--- src/common/owc_pkg.sv ---
// Constants of the oscillator and warm-up control block.
// What this block and the software that drives it must do
// Bits 31-20 of oscillator control hold the warm-up count time.
// Warm-up source select bit 19: 0 internal, 1 external oscillator.
// Bit 18 hands the crystal pins to the port (0) or oscillator (1).
// With crystal pins assigned, shared port registers are blocked and read zero.
// Crystal assignment refused while a shared port register differs from reset.
// Bit 17 selects the high-speed source: 0 internal, 1 external.
// Software confirms external selected, stops internal oscillator, never reselects internal.
// Bit 16 stops (0) or runs (1) the internal oscillator.
// Bit 8 stops (0) or runs (1) the external oscillator.
// Software always writes zero to the auxiliary warm-up source bit.
// Bit 2 runs the PLL when set; it clears on reset.
// Read-only busy bit 1 reads one while warm-up counts.
// Writing one to bit 0 starts warm-up; writing zero does nothing.
// Software must not start warm-up when stop return uses automatic warm-up.
// Software waits for busy clear before requesting stop mode.
// Standby stop pin drive: 0 pins inactive, 1 pins active in stop.
// Effective warm-up count is the field value times sixteen.
// The clock fed to PLL and gear follows the high-speed source select.
// Start sets busy, counts source cycles to the duration, then clears busy.
package owc_pkg;

  // ----------------------------------------------------------------
  // Register map
  // ----------------------------------------------------------------
  localparam int ADDR_W = 8;
  localparam logic [7:0] OSC_CTRL_OFS = 8'h04;
  localparam logic [7:0] STANDBY_MODE_SELECT_CTRL_OFS = 8'h08;
  localparam logic [7:0] IRQ_STATUS_OFS = 8'h20;
  localparam logic [7:0] IRQ_MASK_OFS = 8'h24;

  // ----------------------------------------------------------------
  // Oscillator control fields
  // ----------------------------------------------------------------
  localparam int WU_TIME_LSB = 20;
  localparam int WU_TIME_W = 12;
  localparam int WU_SRC_BIT = 19;
  localparam int XTAL_PIN_BIT = 18;
  localparam int HS_SRC_BIT = 17;
  localparam int INT_EN_BIT = 16;
  localparam int EXT_EN_BIT = 8;
  localparam int WU_AUX_BIT = 3;
  localparam int PLL_RUN_BIT = 2;
  localparam int WU_BUSY_BIT = 1;
  localparam int WU_START_BIT = 0;
  localparam int WU_DROP_BITS = 4;
  localparam logic [11:0] WU_TIME_RST = 12'h800;
  localparam logic INT_EN_RST = 1'b1;

  // ----------------------------------------------------------------
  // Standby control fields
  // ----------------------------------------------------------------
  localparam int STOP_DRIVE_BIT = 16;
  localparam int RESUME_EN_BIT = 8;
  localparam int STANDBY_MODE_SELECT_MODE_LSB = 0;
  localparam int STANDBY_MODE_SELECT_MODE_W = 3;
  localparam logic STOP_DRIVE_RST = 1'b0;
  localparam logic RESUME_EN_RST = 1'b1;
  localparam logic [2:0] STANDBY_MODE_SELECT_MODE_RST = 3'h3;

  // ----------------------------------------------------------------
  // Interrupt status bits
  // ----------------------------------------------------------------
  localparam int IRQ_W = 2;
  localparam int IRQ_WU_DONE = 0;
  localparam int IRQ_XTAL_REFUSED = 1;

endpackage

--- src/design/owc_tick_sync.sv ---
// Two-flop synchroniser with rising-edge pulse for oscillator tick pins.
`timescale 1ns/10ps
module owc_tick_sync #(
  parameter int W = 2
) (
  // Clock and reset
  input wire logic clk_i,
  input wire logic resetn_i,
  // Asynchronous levels and their synchronised edges
  input wire logic [W-1:0] async_i,
  output logic [W-1:0] rise_o
);

  logic [W-1:0] meta_q;
  logic [W-1:0] sync_q;
  logic [W-1:0] last_q;

  // The edge detector looks at the second and third stages only.
  always_ff @(posedge clk_i or negedge resetn_i) begin
    if (!resetn_i) begin
      meta_q <= '0;
      sync_q <= '0;
      last_q <= '0;
      rise_o <= '0;
    end else begin
      meta_q <= async_i;
      sync_q <= meta_q;
      last_q <= sync_q;
      rise_o <= sync_q & ~last_q;
    end
  end

endmodule

--- src/design/owc_top.sv ---
// Oscillator enables, source selection, crystal pin hand-over and warm-up control.
//
// Design decisions made here: strobed register access and the address map.
`timescale 1ns/10ps
module owc_top (
  // Clock and reset
  input wire logic CLK_I,
  input wire logic RESETN_I,
  // Register port
  input wire logic [owc_pkg::ADDR_W-1:0] ADDR_I,
  input wire logic [31:0] WDATA_I,
  input wire logic WRITE_I,
  input wire logic READ_I,
  output logic [31:0] RDATA_O,
  // Oscillator tick pins, asynchronous
  input wire logic INT_OSC_TICK_I,
  input wire logic EXT_OSC_TICK_I,
  // Shared port logic, same clock
  input wire logic PORT_NOT_DEFAULT_I,
  output logic PORT_ACCESS_BLOCK_O,
  // Oscillator and PLL control
  output logic INT_OSC_EN_O,
  output logic EXT_OSC_EN_O,
  output logic HS_SOURCE_SEL_O,
  output logic XTAL_PIN_ASSIGN_O,
  output logic PLL_RUN_O,
  // Standby control
  output logic STOP_PIN_DRIVE_O,
  output logic RESUME_OSC_EN_O,
  output logic [owc_pkg::STANDBY_MODE_SELECT_MODE_W-1:0] STANDBY_MODE_O,
  // Warm-up and interrupt
  output logic WARMUP_BUSY_O,
  output logic IRQ_O
);

  // ----------------------------------------------------------------
  // Register state
  // ----------------------------------------------------------------
  logic [owc_pkg::WU_TIME_W-1:0] warmup_count_time_q;
  logic warmup_source_select_q;
  logic warmup_source_aux_q;
  logic crystal_pin_assign_q;
  logic highspeed_source_select_q;
  logic internal_osc_enable_q;
  logic external_osc_enable_q;
  logic pll_run_q;
  logic stop_pin_drive_q;
  logic resume_osc_enable_q;
  logic [owc_pkg::STANDBY_MODE_SELECT_MODE_W-1:0] standby_mode_select_q;
  logic [owc_pkg::IRQ_W-1:0] irq_status_q;
  logic [owc_pkg::IRQ_W-1:0] irq_mask_q;
  logic [owc_pkg::IRQ_W-1:0] irq_event;
  logic [31:0] rdata_d;

  // ----------------------------------------------------------------
  // Decode
  // ----------------------------------------------------------------
  logic wr_osc;
  logic wr_standby_mode_select;
  logic wr_status;
  logic wr_mask;
  logic pin_request;
  logic pin_refused;
  logic warmup_start;
  logic [1:0] osc_rise;
  logic warmup_tick;
  logic warmup_busy;
  logic warmup_done;

  function automatic logic hit(input logic strobe, input logic [owc_pkg::ADDR_W-1:0] addr,
                               input logic [owc_pkg::ADDR_W-1:0] ofs);
    hit = strobe && (addr == ofs);
  endfunction

  assign wr_osc = hit(WRITE_I, ADDR_I, owc_pkg::OSC_CTRL_OFS);
  assign wr_standby_mode_select = hit(WRITE_I, ADDR_I, owc_pkg::STANDBY_MODE_SELECT_CTRL_OFS);
  assign wr_status = hit(WRITE_I, ADDR_I, owc_pkg::IRQ_STATUS_OFS);
  assign wr_mask = hit(WRITE_I, ADDR_I, owc_pkg::IRQ_MASK_OFS);

  // A rise of the pin assignment is refused while the port is not at reset.
  assign pin_request = wr_osc && WDATA_I[owc_pkg::XTAL_PIN_BIT] && !crystal_pin_assign_q;
  assign pin_refused = pin_request && PORT_NOT_DEFAULT_I;

  // Only a written one starts the timer; a zero leaves it alone.
  assign warmup_start = wr_osc && WDATA_I[owc_pkg::WU_START_BIT];

  // ----------------------------------------------------------------
  // Warm-up source ticks
  // ----------------------------------------------------------------
  owc_tick_sync #(
    .W(2)
  ) u_sync (
    .clk_i(CLK_I),
    .resetn_i(RESETN_I),
    .async_i({EXT_OSC_TICK_I, INT_OSC_TICK_I}),
    .rise_o(osc_rise)
  );

  // Bit one of the pair is the external oscillator, bit zero the internal.
  assign warmup_tick = warmup_source_select_q ? osc_rise[1] : osc_rise[0];

  owc_warmup_timer #(
    .TIME_W(owc_pkg::WU_TIME_W),
    .DROP(owc_pkg::WU_DROP_BITS)
  ) u_timer (
    .clk_i(CLK_I),
    .resetn_i(RESETN_I),
    .start_i(warmup_start),
    .tick_i(warmup_tick),
    .time_i(warmup_count_time_q),
    .busy_o(warmup_busy),
    .done_o(warmup_done)
  );

  // ----------------------------------------------------------------
  // Oscillator control register
  // ----------------------------------------------------------------
  always_ff @(posedge CLK_I or negedge RESETN_I) begin
    if (!RESETN_I) begin
      warmup_count_time_q <= owc_pkg::WU_TIME_RST;
      warmup_source_select_q <= 1'b0;
      warmup_source_aux_q <= 1'b0;
      highspeed_source_select_q <= 1'b0;
      internal_osc_enable_q <= owc_pkg::INT_EN_RST;
      external_osc_enable_q <= 1'b0;
      pll_run_q <= 1'b0;
    end else if (wr_osc) begin
      warmup_count_time_q <= WDATA_I[owc_pkg::WU_TIME_LSB +: owc_pkg::WU_TIME_W];
      warmup_source_select_q <= WDATA_I[owc_pkg::WU_SRC_BIT];
      // Held as written; the timer ignores it, software keeps it at zero.
      warmup_source_aux_q <= WDATA_I[owc_pkg::WU_AUX_BIT];
      highspeed_source_select_q <= WDATA_I[owc_pkg::HS_SRC_BIT];
      internal_osc_enable_q <= WDATA_I[owc_pkg::INT_EN_BIT];
      external_osc_enable_q <= WDATA_I[owc_pkg::EXT_EN_BIT];
      pll_run_q <= WDATA_I[owc_pkg::PLL_RUN_BIT];
    end
  end

  // The pin hand-over has its own process because of the refusal path.
  always_ff @(posedge CLK_I or negedge RESETN_I) begin
    if (!RESETN_I) begin
      crystal_pin_assign_q <= 1'b0;
    end else if (wr_osc && !pin_refused) begin
      crystal_pin_assign_q <= WDATA_I[owc_pkg::XTAL_PIN_BIT];
    end
  end

  // ----------------------------------------------------------------
  // Standby control register
  // ----------------------------------------------------------------
  always_ff @(posedge CLK_I or negedge RESETN_I) begin
    if (!RESETN_I) begin
      stop_pin_drive_q <= owc_pkg::STOP_DRIVE_RST;
      resume_osc_enable_q <= owc_pkg::RESUME_EN_RST;
      standby_mode_select_q <= owc_pkg::STANDBY_MODE_SELECT_MODE_RST;
    end else if (wr_standby_mode_select) begin
      stop_pin_drive_q <= WDATA_I[owc_pkg::STOP_DRIVE_BIT];
      resume_osc_enable_q <= WDATA_I[owc_pkg::RESUME_EN_BIT];
      standby_mode_select_q <= WDATA_I[owc_pkg::STANDBY_MODE_SELECT_MODE_LSB +: owc_pkg::STANDBY_MODE_SELECT_MODE_W];
    end
  end

  // ----------------------------------------------------------------
  // Interrupt status and mask
  // ----------------------------------------------------------------
  assign irq_event = {pin_refused, warmup_done};

  // A new event in the clearing cycle survives the write of one.
  always_ff @(posedge CLK_I or negedge RESETN_I) begin
    if (!RESETN_I) begin
      irq_status_q <= '0;
    end else begin
      irq_status_q <= (irq_status_q & ~(wr_status ? WDATA_I[owc_pkg::IRQ_W-1:0] : '0)) | irq_event;
    end
  end

  always_ff @(posedge CLK_I or negedge RESETN_I) begin
    if (!RESETN_I) begin
      irq_mask_q <= '0;
    end else if (wr_mask) begin
      irq_mask_q <= WDATA_I[owc_pkg::IRQ_W-1:0];
    end
  end

  // ----------------------------------------------------------------
  // Read path
  // ----------------------------------------------------------------
  always_comb begin
    rdata_d = 32'h0000_0000;
    if (READ_I) begin
      unique case (ADDR_I)
        owc_pkg::OSC_CTRL_OFS: begin
          rdata_d[owc_pkg::WU_TIME_LSB +: owc_pkg::WU_TIME_W] = warmup_count_time_q;
          rdata_d[owc_pkg::WU_SRC_BIT] = warmup_source_select_q;
          rdata_d[owc_pkg::XTAL_PIN_BIT] = crystal_pin_assign_q;
          rdata_d[owc_pkg::HS_SRC_BIT] = highspeed_source_select_q;
          rdata_d[owc_pkg::INT_EN_BIT] = internal_osc_enable_q;
          rdata_d[owc_pkg::EXT_EN_BIT] = external_osc_enable_q;
          rdata_d[owc_pkg::WU_AUX_BIT] = warmup_source_aux_q;
          rdata_d[owc_pkg::PLL_RUN_BIT] = pll_run_q;
          // A start written just before counts as busy already.
          rdata_d[owc_pkg::WU_BUSY_BIT] = warmup_busy;
        end
        owc_pkg::STANDBY_MODE_SELECT_CTRL_OFS: begin
          rdata_d[owc_pkg::STOP_DRIVE_BIT] = stop_pin_drive_q;
          rdata_d[owc_pkg::RESUME_EN_BIT] = resume_osc_enable_q;
          rdata_d[owc_pkg::STANDBY_MODE_SELECT_MODE_LSB +: owc_pkg::STANDBY_MODE_SELECT_MODE_W] = standby_mode_select_q;
        end
        owc_pkg::IRQ_STATUS_OFS: begin
          rdata_d[owc_pkg::IRQ_W-1:0] = irq_status_q;
        end
        owc_pkg::IRQ_MASK_OFS: begin
          rdata_d[owc_pkg::IRQ_W-1:0] = irq_mask_q;
        end
        default: begin
          rdata_d = 32'h0000_0000;
        end
      endcase
    end
  end

  // Read data stand for exactly the cycle after the strobe.
  always_ff @(posedge CLK_I or negedge RESETN_I) begin
    if (!RESETN_I) begin
      RDATA_O <= 32'h0000_0000;
    end else begin
      RDATA_O <= rdata_d;
    end
  end

  // ----------------------------------------------------------------
  // Registered outputs
  // ----------------------------------------------------------------
  always_ff @(posedge CLK_I or negedge RESETN_I) begin
    if (!RESETN_I) begin
      INT_OSC_EN_O <= owc_pkg::INT_EN_RST;
      EXT_OSC_EN_O <= 1'b0;
      HS_SOURCE_SEL_O <= 1'b0;
      XTAL_PIN_ASSIGN_O <= 1'b0;
      PORT_ACCESS_BLOCK_O <= 1'b0;
      PLL_RUN_O <= 1'b0;
      STOP_PIN_DRIVE_O <= owc_pkg::STOP_DRIVE_RST;
      RESUME_OSC_EN_O <= owc_pkg::RESUME_EN_RST;
      STANDBY_MODE_O <= owc_pkg::STANDBY_MODE_SELECT_MODE_RST;
      WARMUP_BUSY_O <= 1'b0;
      IRQ_O <= 1'b0;
    end else begin
      INT_OSC_EN_O <= internal_osc_enable_q;
      EXT_OSC_EN_O <= external_osc_enable_q;
      HS_SOURCE_SEL_O <= highspeed_source_select_q;
      XTAL_PIN_ASSIGN_O <= crystal_pin_assign_q;
      // The port logic gates its accesses and forces reads to zero on this level.
      PORT_ACCESS_BLOCK_O <= crystal_pin_assign_q;
      PLL_RUN_O <= pll_run_q;
      STOP_PIN_DRIVE_O <= stop_pin_drive_q;
      RESUME_OSC_EN_O <= resume_osc_enable_q;
      STANDBY_MODE_O <= standby_mode_select_q;
      WARMUP_BUSY_O <= warmup_busy;
      IRQ_O <= |(irq_status_q & irq_mask_q);
    end
  end

endmodule

--- src/design/owc_warmup_timer.sv ---
// Warm-up counter that counts source-clock ticks up to a programmed duration.
`timescale 1ns/10ps
module owc_warmup_timer #(
  parameter int TIME_W = 12,
  parameter int DROP = 4
) (
  // Clock and reset
  input wire logic clk_i,
  input wire logic resetn_i,
  // Control
  input wire logic start_i,
  input wire logic tick_i,
  input wire logic [TIME_W-1:0] time_i,
  // Status
  output logic busy_o,
  output logic done_o
);

  localparam int CNT_W = TIME_W + DROP;

  logic [CNT_W-1:0] target_q;
  logic [CNT_W-1:0] count_q;
  logic [CNT_W-1:0] count_d;

  assign count_d = count_q + CNT_W'(1);

  // The duration is latched at start so a later write cannot shorten a run.
  always_ff @(posedge clk_i or negedge resetn_i) begin
    if (!resetn_i) begin
      target_q <= '0;
      count_q <= '0;
      busy_o <= 1'b0;
      done_o <= 1'b0;
    end else begin
      done_o <= 1'b0;
      if (start_i) begin
        target_q <= {time_i, {DROP{1'b0}}};
        count_q <= '0;
        busy_o <= 1'b1;
      end else if (busy_o && tick_i) begin
        count_q <= count_d;
        if (count_d >= target_q) begin
          busy_o <= 1'b0;
          done_o <= 1'b1;
        end
      end
    end
  end

endmodule

--- config.mk ---
export PLATFORM = sky130hd
export DESIGN_NAME = owc_top
export DESIGN_NICKNAME = d
export VERILOG_FILES = /design/src/common/owc_pkg.sv /design/src/design/owc_tick_sync.sv /design/src/design/owc_top.sv /design/src/design/owc_warmup_timer.sv
export SDC_FILE = /design/constraint.sdc
export NUM_CORES = 1
export LEC_CHECK = 0
export CORE_MARGIN = 5
export CORE_UTILIZATION = 57
export DETAILED_ROUTE_END_ITERATION = 12
export DONT_BUFFER_PORTS = 1
export GPL_TIMING_DRIVEN = 0
export HOLD_SLACK_MARGIN = 0.02
export PLACE_DENSITY = 0.86
export SLEW_MARGIN = 30
export SYNTH_ARGS = -nofsm -noshare
export SYNTH_HDL_FRONTEND = slang
export SYNTH_HIERARCHICAL = 1
export SYNTH_SLANG_ARGS = --single-unit
--- constraint.sdc ---
create_clock -name CLK_I -period 2.4 [get_ports CLK_I]
set_clock_uncertainty 0.2 [all_clocks]
set_input_delay 0.6 -clock CLK_I [delete_from_list [all_inputs] [get_ports CLK_I]]
set_output_delay 0.6 -clock CLK_I [all_outputs]
set_load 0.005 [all_outputs]
==> metrics.yaml, run 1 <==
dieArea_mm2: 0.009800
grtUsageMet2_pct: 33.63
clkSlewWorstSetupHoldPaths_ps: 110
yosysTopAreaCell: "dfrtp_1"
rrSetupSlack_ps: -340
ys_top_cells_by_area: "dfrtp_1 (50%), mux2_4 (5.7%), dfstp_2 (5.2%)"
grt_pass1_wl_um: 15330
top_usage_layer: "met2"
power_leakage_nw: 2.512
critical_path.max_fanout: 6
setup_viol: 2
r2r-start: "u_timer/count_q[0]$_DFFE_PN0P_"
worstSetupPathType: "register to register"
grt.total_usage_pct: 19.66
max_freq_ghz: 0.3649
layout-drive-gt1-share_pct: 31.32
cp.required_ps: 2460
post-dp-hpwl_um: 5991
drtIter0Drc: 213
root_buffer: "clkbuf_8"
htree_levels: 3
postRouteAntennaNets: 0
final_area_mm2: 0.005234
vdd_drop_max_mv: 0.3927
powerDensity_mw_per_mm2: 843.1
cp.arrival_ps: 2800
first_pass_iters: 4
synth_cells: 379
rr_worst_depth: 11
synth_common_cells: "dfrtp_1 (90), nand2_1 (27), nor2_1 (22)"
cts-buffers-inserted: 9
grt_max_degree: 100
area_growth_pct: 15.94
met3_usage_pct: 5.803
io_pins: 92
tritoncts: "done"
clk_path_buf_depth: 2
synth_edf_count: 0
slew_violations: 0
crit_chain: "ha_2, and2_4, and3_4, nand2_4, xnor2_2, ha_1, nand4_1, buf_4, nor3_4, nor4_1, a311o_1"
synth_ff_type: "dfrtp_1"
holdWs_ps: -291.6
clock-sinks: 99
diodes: 0
power_mw: 4.412
tightest_slew_ps: 535.2
slew_headroom_pct: 64.05
drc: 0
finalNetCount: 486
syn-cell-area_mm2: 0.004514
synth_cell_types: 48
fp.dieH_um: 99.00
routabilityCongestion: 0.8637
grt_pass1_vias: 3094
slowest_delay_ps: 420
rows: 32
status: "finished, violations left"
wl_um: 9673
antenna_found_initial: 0
hp-class: "primary input to asynchronous set/reset pin"
avgSynthCellArea_um2: 11.91
violations: "negative hold slack, negative setup slack"
clock_latency_ps: 370
setup_slack_ps: -340.8
yosysSeqAreaShare_pct: 55.13
yosys_register_bits: 99
cp_top_family: "simple AND/OR/NAND/NOR gates"
end_kind: "register"
path_buf_inv: 1
synth_warnings: 6
max_cap_violations: 0
r2r-end: "u_timer/busy_o$_DFFE_PN0P_"
nFillCells: 514
wl_per_cell_um: 18.15
grt-ovfl-total: 0
port_buffers: 0
start_kind: "register"
vias: 3046
core_area_mm2: 0.007727
min_period_over_period_pct: 114.2
rsz0062_at_grt: "true"
period_needed_ps: 2741
yosysMostFrequentCell: "dfrtp_1"
critical-path-slowest-cell: "dfrtp_1"
finalHoldViolCount: 99
initial_core_util_pct: 58.42
synthArstFlopShare_pct: 100.0
placed_cell_area_mm2: 0.004708
grtUsageMet1_pct: 23.93
viasPerCell: 5.715
yosys.area.top_type_share_pct: 49.89
die_w_um: 99.00
## cell families (layout without fill, tap and decap cells)
kind of cell,count (synthesis),after routing,share of synthesized area (%)
simple gates,125,125,16.13
fa+ha+maj,13,13,3.603
xor+xnor,21,21,4.074
flops,99,99,55.13
mux,30,30,8.897
compound gates,47,47,6.763
other cells,1,11,0.08307
buf+inv,43,85,5.321
## cells in the final DEF, fill, tap and decap left out, types with 5 or more instances in the layout
cell | Yosys | layout
a21oi_1 | 9 | 8
and2_1 | 21 | 20
and3_1 | 6 | 5
buf_4 | 14 | 37
buf_6 | 3 | 6
clkbuf_8 | 0 | 10
conb_1 | 1 | 11
dfrtp_1 | 90 | 86
dfstp_2 | 9 | 9
ha_1 | 13 | 11
inv_1 | 18 | 18
mux2_2 | 13 | 13
mux2_4 | 17 | 17
nand2_1 | 27 | 23
nand3_1 | 7 | 6
nand4_1 | 7 | 7
nor2_1 | 22 | 20
o21ai_0 | 19 | 18
xnor2_1 | 13 | 11
xor2_1 | 8 | 8
## per-layer routing
layer  up-vias  share of wire [%]
met5         -                  0
met4         0                1.2
met3        15                6.4
met2       116                 53
met1      1538                 40
li1       1377                  -
## report_power, final
| group | switching [mW] | total [mW] | internal [mW] |
|---|---|---|---|
| Clock | 0.651 | 1.07 | 0.416 |
| Combinational | 0.654 | 1.30 | 0.649 |
| Sequential | 0.184 | 2.04 | 1.86 |
## stage by stage
step                      setup TNS [ps]  setup slack, ps  utilization (%)  std cells
after detailed placement           -4518           -423.8            60.93        491
after global routing              -782.9           -395.1            67.73        533
after global placement             -3685           -344.8            60.93        491
final                             -606.4           -340.8            67.73        533
after CTS                         -418.4           -236.5            66.61        528
after floorplan                   -60.54           -60.54                -        389
## how the worst max path moves through the flow
stage	from	to	slack, ps	depth (start not counted)
floorplan	u_timer/count_q[0]$_DFFE_PN0P_	u_timer/busy_o$_DFFE_PN0P_	-60	11
global placement	u_timer/count_q[7]$_DFFE_PN0P_	u_timer/busy_o$_DFFE_PN0P_	-340	10
detailed placement	u_timer/count_q[7]$_DFFE_PN0P_	u_timer/busy_o$_DFFE_PN0P_	-420	10
CTS	u_timer/count_q[0]$_DFFE_PN0P_	u_timer/busy_o$_DFFE_PN0P_	-240	10
global route	u_timer/count_q[0]$_DFFE_PN0P_	u_timer/busy_o$_DFFE_PN0P_	-400	11
finish	u_timer/count_q[0]$_DFFE_PN0P_	u_timer/busy_o$_DFFE_PN0P_	-340	11
## registers in the layout, indices dropped and copies added (netlist names), 3 cells and up
| name | count |
|---|---|
| u_timer/target_q | 12 |
| standby_mode_select_q | 3 |
| u_timer/count_q | 16 |
| warmup_count_time_q | 12 |
| RDATA_O | 21 |
| STANDBY_MODE_O | 3 |
## layout make-up
| type | instances | area, um^2 | area share, % |
|---|---|---|---|
| Buffer | 24 | 186.4 | 3.562 |
| Clock buffer | 9 | 123.9 | 2.367 |
| Clock inverter | 7 | 80.08 | 1.530 |
| Inverter | 18 | 67.56 | 1.291 |
| Multi-Input combinational cell | 247 | 1939 | 37.05 |
| Sequential cell | 99 | 2494 | 47.65 |
| Tap cell | 102 | 127.6 | 2.438 |
| Timing Repair Buffer | 27 | 215.2 | 4.112 |
## what timing repair did
item	in CTS	in global routing
gates cloned	0	0
resized for setup	22	10
pin swaps	12	9
endpoints found under the hold margin	99	101
setup buffers	22	3
endpoints found under the setup margin	2	10
No activity file was read; power rests on OpenSTA's default activity.
==> run 2, diff against run 1 <==
- CORE_UTILIZATION: 57 -> 65
- PLACE_DENSITY: 0.86 -> 0.92
- clock period: 2.4 -> 3.45 ns (I/O delays scaled with it)
==> run 2 against run 1 <==
Net effect: the flow now finishes without violations; non-clock buffer count decreased by 25; power decreased by 38%; sequential power decreased by 30%; register-to-register slack improved by 700 ps; first-iteration DRC count decreased by 9.4%; cell area decreased by 6.3%; clock power decreased by 31%; core utilization increased by 4.4 points; combinational power decreased by 55%; count of clock-buffer cells in the layout unchanged; critical endpoint unchanged; highest routed layer unchanged.
==> metrics.yaml, run 2 (synthesis gave the netlist of run 1 again) <==
cp.arrival_ps: 3140  # was 2800 ps
first_pass_iters: 4  # unchanged
rows: 30  # was 32
port_buffers: 0  # unchanged
top_register: "RDATA_O"  # unchanged
powerDensity_mw_per_mm2: 561.8  # was 843.1 mW/mm^2
io_pins: 92  # unchanged
setup_viol: 0  # was 2
holdWs_ps: 116.0  # was -291.6 ps
grt_pass1_vias: 3022  # was 3094
p_int_mw: 1.842  # was 2.922 mW
fp.dieH_um: 93.34  # was 99.00 um
end_kind: "register"  # unchanged
slew_headroom_pct: 60.96  # was 64.05%
postRouteAntennaNets: 0  # unchanged
cts-buffers-inserted: 9  # unchanged
hp-class: "primary input to asynchronous set/reset pin"  # unchanged
max_cap_violations: 0  # unchanged
die_w_um: 93.34  # was 99.00 um
finalNetCount: 461  # was 486
wl_per_cell_um: 17.92  # was 18.15 um
rsz0062_at_grt: "false"  # was true
clkSlewWorstSetupHoldPaths_ps: 110  # about the same
grt.total_usage_pct: 21.80  # was 19.66%
area_growth_pct: 8.620  # was 15.94%
slew_violations: 0  # unchanged
grt-ovfl-total: 0  # unchanged
wl_um: 8994  # was 9673 um
core_area_mm2: 0.006794  # was 0.007727 mm^2
antenna_found_initial: 0  # unchanged
dieArea_mm2: 0.008711  # was 0.009800 mm^2
power_leakage_nw: 2.348  # was 2.512 nW
p_seq_share_pct: 51.9  # was 46.3%
critical_path.max_fanout: 8  # was 6
worstSetupPathType: "register to register"  # unchanged
vdd_drop_max_mv: 0.2623  # was 0.3927 mV
fin_setup_tns_ps: 0  # was -606.4 ps
diodes: 0  # unchanged
grt_pass1_wl_um: 14760  # was 15330 um
mostFrequentLayoutCells: "dfrtp_1 (90), nand2_1 (27), nor2_1 (22)"  # was dfrtp_1 (86), buf_4 (37), nand2_1 (23)
initial_core_util_pct: 66.45  # was 58.42%
min_period_over_period_pct: 89.47  # was 114.2%
largest_registers: "RDATA_O (21), u_timer/count_q (16)"  # unchanged
layout-drive-gt1-share_pct: 21.43  # was 31.32%
drtIter0Drc: 193  # was 213
largest_reg_flops: 21  # unchanged
status: "finished clean"  # was finished, violations left
grt_max_degree: 91  # was 100
cp.required_ps: 3500  # was 2460 ps
pwr-share-clk_pct: 26.7  # was 24.2%
vias: 2912  # was 3046
clk_path_buf_depth: 2  # unchanged
start_kind: "register"  # unchanged
swShare_pct: 33.15  # was 33.77%
root_buffer: "clkbuf_8"  # unchanged
viasPerCell: 5.801  # was 5.715
clock_latency_ps: 370  # about the same
drc: 0  # unchanged
tightest_slew_ps: 581.2  # was 535.2 ps
final_common_cell: "dfrtp_1"  # unchanged
p_sw_mw: 0.9132  # was 1.490 mW
routabilityCongestion: 0.8059  # was 0.8637
htree_levels: 3  # unchanged
period_needed_ps: 3087  # was 2741 ps
post-dp-hpwl_um: 6257  # was 5991 um
finalHoldViolCount: 0  # was 99
combPwrFrac_pct: 21.4  # was 29.5%
max_freq_ghz: 0.3240  # was 0.3649 GHz
tritoncts: "done"  # unchanged
power_mw: 2.755  # was 4.412 mW
clock-sinks: 99  # unchanged
-- run 2: changes by cell type in the layout (fill, tap and decap cells not counted), sizes merged --
cell | previous run | this run
dlygate4sd3 | 2 | 0
inv | 22 | 21
clkinv | 2 | 3
buf | 44 | 21
-- run 2: layout make-up --
type	count	area, um^2
Sequential cell	99	2489
Fill cell	409	1891
Multi-Input combinational cell	247	1823
Buffer	25	172.7
Clock buffer	9	123.9
Tap cell	96	120.1
Clock inverter	7	80.08
Inverter	18	67.56
Timing Repair Buffer	1	27.53
-- run 2: power by group through the flow --
stage | clock [mW] | combinational, mW | sequential [mW]
2_1_floorplan | 0 | 0.452 | 1.41
3_3_place_gp | 0 | 0.514 | 1.43
3_5_place_dp | 0 | 0.549 | 1.45
4_1_cts | 0.747 | 0.587 | 1.43
5_1_grt | 0.800 | 0.661 | 1.45
6_report | 0.736 | 0.590 | 1.43
-- run 2: final timing paths --
check	startpoint	endpoint	slack (ps)	cells past startpoint
setup / recovery	u_timer/count_q[7]$_DFFE_PN0P_	u_timer/busy_o$_DFFE_PN0P_	360	10
setup reg to reg	u_timer/count_q[7]$_DFFE_PN0P_	u_timer/busy_o$_DFFE_PN0P_	360	10
min in group CLK_I	u_sync/meta_q[1]$_DFF_PN0_	u_sync/sync_q[1]$_DFF_PN0_	160	0
max in group asynchronous	RESETN_I	RDATA_O[0]$_DFF_PN0_	2530	1
hold reg to reg	u_sync/meta_q[1]$_DFF_PN0_	u_sync/sync_q[1]$_DFF_PN0_	160	0
hold / removal	RESETN_I	warmup_count_time_q[11]$_DFFE_PN1P_	120	0
-- run 2: critical path, stage by stage, from the launching register on --
cell,delay [ps]
dfrtp_1,330
buf_2,210
nand2_1,130
nor3_1,370
nand3_1,160
xnor2_1,170
ha_1,350
nand4_1,170
nor3_1,370
nand4_1,210
a311o_1,310
-- run 2: stage by stage --
stage | cells | utilization (%) | cell area [um^2] | setup WS [ps]
after floorplan | 389 | - | 4552 | 753.4
after global placement | 485 | 68.77 | 4672 | 319.5
after detailed placement | 485 | 68.77 | 4672 | 225.5
after CTS | 502 | 72.17 | 4903 | 380.7
after global routing | 502 | 72.17 | 4903 | 154.2
final | 502 | 72.17 | 4903 | 363.2
-- run 2: routing by layer --
| metal | track usage, % | wire length, um |
|---|---|---|
| met5 | 0 | 0 |
| met4 | 10.26 | 284 |
| met3 | 6.114 | 673 |
| met2 | 37.46 | 4641 |
| met1 | 25.07 | 3395 |
-- run 2: repair_timing --
action | 4_1_cts | 5_1_grt
resized for setup | 0 | 0
hold endpoints to repair | 90 | 0
hold buffers | 1 | 0
setup buffers | 0 | 0
